$ cat src/rtl/oat_defs.vh
// Purpose: constants for the operand address translator
// Assumes: word-indexed register port, 16-bit data
// Notes:   definitions only
`ifndef OAT_DEFS_VH
`define OAT_DEFS_VH

// ----------------------------------------------------------------
// address modes
// ----------------------------------------------------------------
`define OAT_MODE_ABS 2'h0
`define OAT_MODE_VPT 2'h1
`define OAT_MODE_REL 2'h2
`define OAT_MODE_IND 2'h3

// ----------------------------------------------------------------
// operand word layout
// ----------------------------------------------------------------
`define OAT_MODE_HI 15
`define OAT_MODE_LO 14
`define OAT_COORD_HI 13

// ----------------------------------------------------------------
// register indices
// ----------------------------------------------------------------
`define OAT_REG_SCALE_X 4'h0
`define OAT_REG_SCALE_Y 4'h1
`define OAT_REG_VPORT_X 4'h2
`define OAT_REG_VPORT_Y 4'h3
`define OAT_REG_PEN_X 4'h4
`define OAT_REG_PEN_Y 4'h5
`define OAT_REG_FERR_X 4'h6
`define OAT_REG_FERR_Y 4'h7
`define OAT_REG_STATUS 4'h8

// ----------------------------------------------------------------
// reset values
// ----------------------------------------------------------------
`define OAT_RST_SCALE 15'h0000
`define OAT_RST_FERR 15'h0000
`define OAT_RST_COORD 14'h0000

`endif

$ cat src/rtl/oat_translator.v
// Purpose: turn one operand coordinate pair into effective X,Y addresses
// Assumes: single clock, decoder and memory controller on same clock
// Notes:   indirect pairs are fetched one word at a time, chains allowed
//          factors, viewport and pen come in over the register port
//          an evaluation never moves the pen; software does that
`timescale 1ns/100ps
`include "oat_defs.vh"

module oat_translator (
	input wire clock_in,
	input wire rst_n_in,
	// register port
	input wire [3:0] reg_addr_in,
	input wire [15:0] reg_wdata_in,
	input wire reg_wr_in,
	input wire reg_rd_in,
	output reg [15:0] reg_rdata_out,
	// operand request from the decoder
	input wire op_valid_in,
	input wire [1:0] addr_mode_field_in,
	input wire [13:0] x_coord_field_in,
	input wire [15:0] y_coord_field_in,
	output wire op_ready_out,
	// evaluated address
	output reg eff_valid_out,
	output reg [13:0] eff_x_out,
	output reg [13:0] eff_y_out,
	// indirect fetch from display memory
	output wire mem_req_out,
	output reg [13:0] mem_x_out,
	output reg [13:0] mem_y_out,
	output wire [1:0] mem_plane_out,
	input wire mem_ack_in,
	input wire [15:0] mem_rdata_in
);

	// ----------------------------------------------------------------
	// states
	// ----------------------------------------------------------------
	localparam ST_IDLE = 2'h0;
	localparam ST_EVAL = 2'h1;
	// each fetch state waits for its own acknowledge
	localparam ST_FETCH0 = 2'h2;
	localparam ST_FETCH1 = 2'h3;

	// ----------------------------------------------------------------
	// per-axis evaluation, used once for X and once for Y
	// ----------------------------------------------------------------
	// returns {new fractional error, effective address}
	function [28:0] oat_axis;
		input [1:0] mode;
		input [13:0] coord;
		input [14:0] scale;
		input [13:0] refpos;
		input [14:0] ferr;
		input y_axis;
		reg signed [29:0] prod;
		reg [28:0] acc;
		reg [13:0] ipart;
		reg [13:0] base;
		reg scaled;
		reg offset_mode;
		begin
			offset_mode = (mode == `OAT_MODE_VPT) ||
				(mode == `OAT_MODE_REL);
			// absolute and indirect never scale
			scaled = offset_mode && (scale != `OAT_RST_SCALE);
			// a 14 by 16 bit signed product always fits in 29 bits
			// signed field times unsigned factor
			prod = $signed(coord) * $signed({1'b0, scale});
			acc = prod[28:0];
			// only relative mode folds in the old error
			if (mode == `OAT_MODE_REL) begin
				acc = acc + {14'h0000, ferr};
			end
			// negative products floor toward minus infinity
			// integer part only, fraction dropped
			ipart = scaled ? acc[28:15] : coord;
			base = offset_mode ? refpos : `OAT_RST_COORD;
			// positive Y goes up from the reference
			// absolute Y grows downward from top left
			// sums wrap to 14 bits without a flag
			if (offset_mode && y_axis) begin
				oat_axis[13:0] = base - ipart;
			end else begin
				oat_axis[13:0] = base + ipart;
			end
			// error is replaced only when scaled
			oat_axis[28:14] = scaled ? acc[14:0] : ferr;
		end
	endfunction

	// ----------------------------------------------------------------
	// state
	// ----------------------------------------------------------------
	reg [1:0] state_r;
	reg [1:0] state_nxt;
	// operand as latched or as fetched, fed to both axes
	reg [1:0] mode_r;
	reg [13:0] x_r;
	reg [13:0] y_r;
	reg [14:0] scale_x_r;
	reg [14:0] scale_y_r;
	reg [13:0] vport_x_r;
	reg [13:0] vport_y_r;
	reg [13:0] pen_x_r;
	reg [13:0] pen_y_r;
	reg [14:0] ferr_x_r;
	reg [14:0] ferr_y_r;
	reg [15:0] word0_r;
	reg [7:0] chain_cnt_r;

	wire [28:0] res_x;
	wire [28:0] res_y;
	wire [13:0] ref_x;
	wire [13:0] ref_y;
	wire op_take;
	wire eval_done;

	// reference is viewport or pen depending on the mode
	// absolute and indirect ignore it inside oat_axis
	assign ref_x = (mode_r == `OAT_MODE_VPT) ? vport_x_r : pen_x_r;
	assign ref_y = (mode_r == `OAT_MODE_VPT) ? vport_y_r : pen_y_r;

	// each axis evaluated on its own factor and error
	assign res_x = oat_axis(mode_r, x_r, scale_x_r, ref_x, ferr_x_r,
		1'b0);
	assign res_y = oat_axis(mode_r, y_r, scale_y_r, ref_y, ferr_y_r,
		1'b1);

	assign op_ready_out = (state_r == ST_IDLE);
	assign op_take = op_valid_in && op_ready_out;
	assign eval_done = (state_r == ST_EVAL) &&
		(mode_r != `OAT_MODE_IND);
	// request stays up until the memory acknowledges
	assign mem_req_out = (state_r == ST_FETCH0) ||
		(state_r == ST_FETCH1);
	// pointer pair always sits in plane 0
	assign mem_plane_out = 2'h0;

	// ----------------------------------------------------------------
	// sequencer
	// ----------------------------------------------------------------
	// next state: indirect goes out to memory, else finish
	// no loop guard: a pointer cycle in memory keeps the block busy
	always @* begin
		state_nxt = state_r;
		case (state_r)
		ST_IDLE: begin
			if (op_take) begin
				state_nxt = ST_EVAL;
			end
		end
		ST_EVAL: begin
			if (mode_r == `OAT_MODE_IND) begin
				state_nxt = ST_FETCH0;
			end else begin
				state_nxt = ST_IDLE;
			end
		end
		ST_FETCH0: begin
			if (mem_ack_in) begin
				state_nxt = ST_FETCH1;
			end
		end
		ST_FETCH1: begin
			if (mem_ack_in) begin
				state_nxt = ST_EVAL;
			end
		end
		default: begin
			state_nxt = ST_IDLE;
		end
		endcase
	end

	always @(posedge clock_in or negedge rst_n_in) begin
		if (!rst_n_in) begin
			state_r <= ST_IDLE;
		end else begin
			state_r <= state_nxt;
		end
	end

	// ----------------------------------------------------------------
	// operand latch and indirect fetch
	// ----------------------------------------------------------------
	// the fetched pair overwrites the operand, so any mode may follow
	// top two Y bits are assumed zero by the source and dropped
	// low X pointer bits are not checked
	// chain_cnt_r counts the indirect levels of the current operand
	always @(posedge clock_in or negedge rst_n_in) begin
		if (!rst_n_in) begin
			mode_r <= `OAT_MODE_ABS;
			x_r <= `OAT_RST_COORD;
			y_r <= `OAT_RST_COORD;
			word0_r <= 16'h0000;
			mem_x_out <= `OAT_RST_COORD;
			mem_y_out <= `OAT_RST_COORD;
			chain_cnt_r <= 8'h00;
		end else begin
			if (op_take) begin
				mode_r <= addr_mode_field_in;
				x_r <= x_coord_field_in;
				y_r <= y_coord_field_in[13:0];
				chain_cnt_r <= 8'h00;
			end
			if (state_r == ST_EVAL && mode_r == `OAT_MODE_IND) begin
				// pointer taken as integer, first word at X,Y
				mem_x_out <= x_r;
				mem_y_out <= y_r;
				chain_cnt_r <= chain_cnt_r + 8'h01;
			end
			if (state_r == ST_FETCH0 && mem_ack_in) begin
				word0_r <= mem_rdata_in;
				mem_y_out <= mem_y_out + 14'h0001;
			end
			if (state_r == ST_FETCH1 && mem_ack_in) begin
				mode_r <= word0_r[`OAT_MODE_HI:`OAT_MODE_LO];
				x_r <= word0_r[`OAT_COORD_HI:0];
				y_r <= mem_rdata_in[`OAT_COORD_HI:0];
			end
		end
	end

	// ----------------------------------------------------------------
	// result and error accumulators
	// ----------------------------------------------------------------
	// outputs are held until the next result; error follows the mode
	// eval_done is low in an indirect eval, so a chain gives one pulse
	// each axis keeps its error through unscaled modes
	always @(posedge clock_in or negedge rst_n_in) begin
		if (!rst_n_in) begin
			eff_valid_out <= 1'b0;
			eff_x_out <= `OAT_RST_COORD;
			eff_y_out <= `OAT_RST_COORD;
			ferr_x_r <= `OAT_RST_FERR;
			ferr_y_r <= `OAT_RST_FERR;
		end else begin
			eff_valid_out <= eval_done;
			if (eval_done) begin
				eff_x_out <= res_x[13:0];
				eff_y_out <= res_y[13:0];
				ferr_x_r <= res_x[28:14];
				ferr_y_r <= res_y[28:14];
			end else if (reg_wr_in) begin
				// software may preload the error; evaluation wins
				if (reg_addr_in == `OAT_REG_FERR_X) begin
					ferr_x_r <= reg_wdata_in[14:0];
				end
				if (reg_addr_in == `OAT_REG_FERR_Y) begin
					ferr_y_r <= reg_wdata_in[14:0];
				end
			end
		end
	end

	// ----------------------------------------------------------------
	// register writes
	// ----------------------------------------------------------------
	// changing a factor mid-operand is legal but races the evaluation
	// unmapped indices are dropped; the status word is read only
	always @(posedge clock_in or negedge rst_n_in) begin
		if (!rst_n_in) begin
			scale_x_r <= `OAT_RST_SCALE;
			scale_y_r <= `OAT_RST_SCALE;
			vport_x_r <= `OAT_RST_COORD;
			vport_y_r <= `OAT_RST_COORD;
			pen_x_r <= `OAT_RST_COORD;
			pen_y_r <= `OAT_RST_COORD;
		end else if (reg_wr_in) begin
			case (reg_addr_in)
			`OAT_REG_SCALE_X: begin
				scale_x_r <= reg_wdata_in[14:0];
			end
			`OAT_REG_SCALE_Y: begin
				scale_y_r <= reg_wdata_in[14:0];
			end
			`OAT_REG_VPORT_X: begin
				vport_x_r <= reg_wdata_in[13:0];
			end
			`OAT_REG_VPORT_Y: begin
				vport_y_r <= reg_wdata_in[13:0];
			end
			`OAT_REG_PEN_X: begin
				pen_x_r <= reg_wdata_in[13:0];
			end
			`OAT_REG_PEN_Y: begin
				pen_y_r <= reg_wdata_in[13:0];
			end
			default: begin
				pen_y_r <= pen_y_r;
			end
			endcase
		end
	end

	// ----------------------------------------------------------------
	// register reads
	// ----------------------------------------------------------------
	// data one cycle after the strobe, zero otherwise and when unmapped
	// status packs chain depth, current mode and sequencer state
	always @(posedge clock_in or negedge rst_n_in) begin
		if (!rst_n_in) begin
			reg_rdata_out <= 16'h0000;
		end else if (reg_rd_in) begin
			case (reg_addr_in)
			`OAT_REG_SCALE_X: begin
				reg_rdata_out <= {1'b0, scale_x_r};
			end
			`OAT_REG_SCALE_Y: begin
				reg_rdata_out <= {1'b0, scale_y_r};
			end
			`OAT_REG_VPORT_X: begin
				reg_rdata_out <= {2'h0, vport_x_r};
			end
			`OAT_REG_VPORT_Y: begin
				reg_rdata_out <= {2'h0, vport_y_r};
			end
			`OAT_REG_PEN_X: begin
				reg_rdata_out <= {2'h0, pen_x_r};
			end
			`OAT_REG_PEN_Y: begin
				reg_rdata_out <= {2'h0, pen_y_r};
			end
			`OAT_REG_FERR_X: begin
				reg_rdata_out <= {1'b0, ferr_x_r};
			end
			`OAT_REG_FERR_Y: begin
				reg_rdata_out <= {1'b0, ferr_y_r};
			end
			`OAT_REG_STATUS: begin
				reg_rdata_out <= {chain_cnt_r, 4'h0, mode_r, state_r};
			end
			default: begin
				reg_rdata_out <= 16'h0000;
			end
			endcase
		end else begin
			reg_rdata_out <= 16'h0000;
		end
	end

endmodule

$ cat config.mk
export PLATFORM = sky130hd
export DESIGN_NAME = oat_translator
export DESIGN_NICKNAME = d
export VERILOG_FILES = /design/src/rtl/oat_translator.v
export VERILOG_INCLUDE_DIRS = /design/src /design/src/rtl
export SDC_FILE = /design/constraint.sdc
export NUM_CORES = 2
export LEC_CHECK = 0
export ABC_CLOCK_PERIOD_IN_PS = 12000
export BUFFER_PORTS_ARGS = -buffer_cell sky130_fd_sc_hd__buf_2
export CORE_MARGIN = 10
export CORE_UTILIZATION = 45
export DETAILED_ROUTE_END_ITERATION = 12
export GPL_TIMING_DRIVEN = 0
export MAX_ROUTING_LAYER = met4
export PLACE_DENSITY_LB_ADDON = 0.3
export SLEW_MARGIN = 40
export SYNTH_ARGS = -nofsm -noshare
export SYNTH_HDL_FRONTEND = slang
export SYNTH_SLANG_ARGS = --single-unit
$ cat constraint.sdc
create_clock -name clock_in -period 12 [get_ports clock_in]
set_input_delay 0.6 -clock clock_in [delete_from_list [all_inputs] [get_ports clock_in]]
set_output_delay 0.6 -clock clock_in [all_outputs]
set_load 0.05 [all_outputs]
# Word-level counts from Yosys, hierarchy flattened
# Cells that the tools add are included.
# word_totals
word_cells	111
regBits	245
# op_classes
n_reduce_logical	28
eq_ne	20
n_mux	34
multipliers	2
add_sub_neg	7
# op_table
operator	count
2-to-1 mux 14 bit	13
one-hot mux 16 bit (9 select lines)	1
2-to-1 mux 15 bit	8
adder 29 x 15 -> 29 bit	2
multiplier 14 x 16 -> 29 bit	2
2-to-1 mux 29 bit	2
nonzero test 15 bit	2
adder 14 bit	2
== test 4 x 3 -> 1 bit, second input constant	4
2-to-1 mux 16 bit	1
2-to-1 mux 8 bit	2
adder 14 x 1 -> 14 bit, second input constant	1
subtractor 14 bit	1
2-to-1 mux 2 bit	6
AND reduction 2 bit	6
nonzero test 2 bit	6
AND reduction 3 bit	3
adder 8 x 1 -> 8 bit, second input constant	1
== test 2 bit, second input constant	4
== test 4 x 2 -> 1 bit, second input constant	2
one-hot mux 2 bit (4 select lines)	1
logical AND 1 bit	7
!= test 2 x 1 -> 1 bit, second input constant	3
!= test 2 bit, second input constant	3
other kinds (6)	8

# Longest topological paths before layout
# logic_depth
ltp_word	6
ltp_mapped	46

# Worst setup path after synthesis
# OpenSTA, ideal clock, no wires.
# synth_path
path_type	register to register
start	register y_r[2]
end	register eff_y_out[13]
path_buffers	2
setup_slack_ns	2.775
required_time_ns	11.930
stages_incl_launch_ff	39
arrival_time_ns	9.155
path_cell_list	dfrtp_1 > clkbuf_1 > clkbuf_1 > and2_1 > fa_1 > inv_1 > fa_1 > inv_1 > fa_1 > inv_1 > fa_1 > inv_1 > fa_1 > inv_1 > fa_1 > inv_1 > ha_1 > a21oi_1 > (+3 left out) > ha_1 > nand3_1 > nor2_1 > a211oi_2 > o41ai_2 > nand4_2 > xnor2_1 > o41a_1 > or4_4 > or4_4 > nand2_1 > xor2_1 > ha_1 > o41ai_1 > o21ai_0 > xnor2_1 > a211o_1 > nand3_1
# synth_between
elab_chain_cells	6
elab_cells_between_ends	7
# synth_lines
item	line	source
start: declaration	oat_translator.v:101	reg [13:0] y_r;
start signal: assignment	oat_translator.v:196	y_r <= `OAT_RST_COORD;
start signal: assignment	oat_translator.v:205	y_r <= y_coord_field_in[13:0];
start signal: assignment	oat_translator.v:221	y_r <= mem_rdata_in[`OAT_COORD_HI:0];
multiplier 14 x 16 -> 29 bit	oat_translator.v:70	prod = $signed(coord) * $signed({1'b0, scale});
adder 29 x 15 -> 29 bit	oat_translator.v:74	acc = acc + {14'h0000, ferr};
2-to-1 mux 29 bit	oat_translator.v:73	if (mode == `OAT_MODE_REL) begin
2-to-1 mux 14 bit *	oat_translator.v:78	ipart = scaled ? acc[28:15] : coord;
adder 14 bit / subtractor 14 bit (equally long branches)	oat_translator.v:86, oat_translator.v:84	
2-to-1 mux 14 bit *	oat_translator.v:83	if (offset_mode && y_axis) begin
end signal: assignment	oat_translator.v:236	eff_y_out <= `OAT_RST_COORD;
end signal: assignment	oat_translator.v:243	eff_y_out <= res_y[13:0];
end: declaration	oat_translator.v:27	output reg [13:0] eff_y_out,
# Every way passes the cells marked *; elsewhere a longest branch is shown, timed or not.
# A chain may end at the register's enable or synchronous reset.

# Worst setup path after layout
# layout_path
start	register y_r[9]
end	register eff_y_out[13]
# Same word-level chain as after synthesis.

==> summary.md <==
| Metric | Value |
|---|---|
| Storage cell area | 6131 sq um |
| Most frequent CP cell | fa_1 |
| NumNets Final | 4129 |
| Post-synthesis adder-cell area fraction | 33.03% |
| Chip Width | 275.6 microns |
| Post-DRT Antenna Nets | 0 |
| RSZ-0062 raised after global routing | false |
| Largest family of logic cells by synthesized area | adder cells |
| Clock Skew | 0.04489 ns |
| WL final | 95.10 mm |
| I/O Buffers | 143 |
| Core Footprint | 64580 sq um |
| # DRC | 0 |
| First-pass GRT wire length | 146.1 mm |
| Row Count | 93 |
| Worst-margin pin slew | 0.9214 ns |
| CP delay by family, top | adder cells |
| Synth cell types | 91 |
| Crit Path Class | flop to flop |
| CTS Hold Bufs | 1 |
| # resized after CTS | 0 |
| Die height | 275.6 microns |
| Initial DRT Pass Iterations | 6 |
| CTS Buffer Depth | 3 |
| Clock transition at path regs | 0.06 ns |
| Setup Viol. Count Final | 0 |
| Number of global-route vias before repair | 24171 |
| Clock period minus worst slack | 11.15 ns |
| Worst skew pair latency | 0.62 ns |
| Share of cells above drive strength 1 | 9.857% |
| Run status | complete, no violations |
| Crit path required time | 12.55 ns |
| Setup TNS | 0 ns |
| Fin. Hold Viols | 0 |
| WL per Instance | 21.86 microns |
| Max stage delay on crit path | 0.63 ns |
| Post-Synth XOR/XNOR Area | 4.124% |
| # Post-CTS Setup Buffers | 0 |
| Compound-gate portion of the synthesized area | 11.96% |
| GPL Wtd Cong | 0.9828 |
| Multi-input gate area | 21160 sq um |
| Grt ovf | 0 |
| CP Max Fanout | 10 |
| I/O Pins | 151 |
| Fin crit share | 92.92% |
| Area delta synth->final | 10.15% |
| Post-synthesis mux area share | 6.124% |
| Slack of the critical path | 0.8499 ns |
| DR iter-0 viols | 2215 |
| Dpl ws | 0.9574 ns |
| Overall Global Routing Usage | 25.61% |
| HPWL after detailed placement | 76.54 mm |
| Vias post-DR | 24399 |
| # clock sinks | 245 |
| Number of synthesized register bits | 245 |
| Synth area leader | fa_1 |
| Post-Synthesis Cells | 3284 |
| Commonest cells in the netlist | nand2_1 (489), inv_1 (397), fa_1 (312) |
| CP startpoint kind | flop |
| Synth warn | 0 |
| CTS H-tree lvls | 1 |
| Register area share after synthesis | 20.85% |
| Slew HR | 38.58% |
| Avg Cell Area, Syn | 8.953 sq um |
| Initial core utilization | 45.53% |
| Die Area | 75960 sq um |
| Simple-gate area share of the yosys netlist | 16.66% |
| Share of Yosys cell area claimed by the top area cell type | 21.24% |
| Slew Viols, Final | 0 |
| Top FF cell, synth | dfrtp_1 |
| Arrival time at the worst endpoint | 11.70 ns |
| Max Cap Viol | 0 |
| CTS buffer count | 30 |
| Buf/Inv on CP | 6 |
| CP max-delay cell | clkbuf_1 |
| CTS root buf | clkbuf_16 |
| Ys async rst share | 100.0% |
| Fillers | 6034 |
| Post-synth design cell area | 29400 sq um |
| CTS tree | yes |
| Fmax | 0.08969 GHz |
| Count leader, synth | nand2_1 |
| Number of synthesized flops with an enable pin | 0 |
| Worst min path class | input pin to flop |
| Top cells by area, synth | fa_1 (21%), dfrtp_1 (21%), ha_1 (12%) |
| Vias per cell | 5.608 |
| Largest net degree at the start of global routing | 67 |
| CP endpoint kind | flop |
| Number of antenna violations at the first check in global routing | 8 |
-- flip-flops by register name, summed over array words and instances (netlist names), 8 cells and up --
| signal | count |
|---|---|
| reg_rdata_out | 16 |
| word0_r | 16 |
| ferr_x_r | 15 |
| ferr_y_r | 15 |
| scale_x_r | 15 |
| scale_y_r | 15 |
| eff_x_out | 14 |
| eff_y_out | 14 |
| mem_x_out | 14 |
| mem_y_out | 14 |
| pen_x_r | 14 |
| pen_y_r | 14 |
| vport_x_r | 14 |
| vport_y_r | 14 |
| x_r | 14 |
| y_r | 14 |
| chain_cnt_r | 8 |
-- layer usage --
layer  up-vias  wire length, microns  track usage [%]
met1     12077                 42980            36.00
met3       153                  8364            4.526
li1      11166                     -                -
met5         -                     0                -
met4         0                  2834            6.730
met2      1003                 40920            37.59
-- layout make-up --
cell class                 count  share of cell area [%]
antenna                        6                 0.04636
buffer                       166                   1.974
clock buffer                  37                   2.461
clock inverter                19                  0.6915
inverter                     398                   4.613
multi-input combinational   2476                   65.35
sequential                   245                   18.93
tap                          855                   3.303
timing repair buffer         149                   2.635
-- worst min-delay path: stages --
cell	delay, ns
buf_2	0.08
nand2_1	0.04
nand2_1	0.04
-- layout by cell type, fill, tap and decap left out, types with 8 or more instances in the layout --
cell type / count
a211oi_1: 27
a21o_1: 38
a21oi_1: 120
a22oi_1: 26
a311oi_1: 12
a31oi_1: 25
and2_1: 206
and3_1: 13
buf_1: 18
buf_2: 145
clkbuf_1: 144
clkbuf_16: 30
dfrtp_1: 245
fa_1: 312
ha_1: 277
inv_1: 397
mux2_2: 95
mux2i_1: 73
nand2_1: 489
nand2b_1: 31
nand3_1: 30
nand4_1: 14
nor2_1: 171
nor2b_1: 15
nor3_1: 31
nor4_1: 11
o211ai_1: 14
o21a_1: 15
o21ai_0: 136
o21ai_1: 8
o21bai_1: 17
o31ai_1: 20
xnor2_1: 84
xor2_1: 45
-- final timing paths --
check	slack [ns]	depth (start not counted)	endpoint	startpoint
setup / recovery	0.85	39	eff_y_out[13]	y_r[9]
hold / removal	0.22	3	word0_r[14]	mem_rdata_in[14]
setup reg to reg	0.85	39	eff_y_out[13]	y_r[9]
max in group asynchronous	9.92	6	mem_x_out[3]	rst_n_in
min in group asynchronous	0.45	2	pen_y_r[4]	rst_n_in
hold reg to reg	0.47	2	mem_x_out[12]	mem_x_out[12]
-- per-stage QoR --
stage / utilization, % / instances / cell area, sq um / hold WS (ns)
floorplan: - / 3285 / 29410 / 0.3044
global placement: 48.30 / 4283 / 31190 / 0.4550
detailed placement: 48.53 / 4288 / 31340 / 0.4618
CTS: 50.12 / 4345 / 32370 / 0.1994
global route: 50.14 / 4349 / 32380 / 0.2184
finish: 50.15 / 4351 / 32390 / 0.2153
-- cell families after synthesis --
family	count (synthesis)
AO/OA/AOI/OAI	535
XOR/XNOR	133
adder cells (fa/ha/maj)	589
buffers and inverters	564
flip-flops	245
multiplexers	168
other	1
AND/OR/NAND/NOR	1049
Power is left out: the tool's default activity adds up to more than one toggle a clock period on the data nets, which glitch-free logic cannot reach.
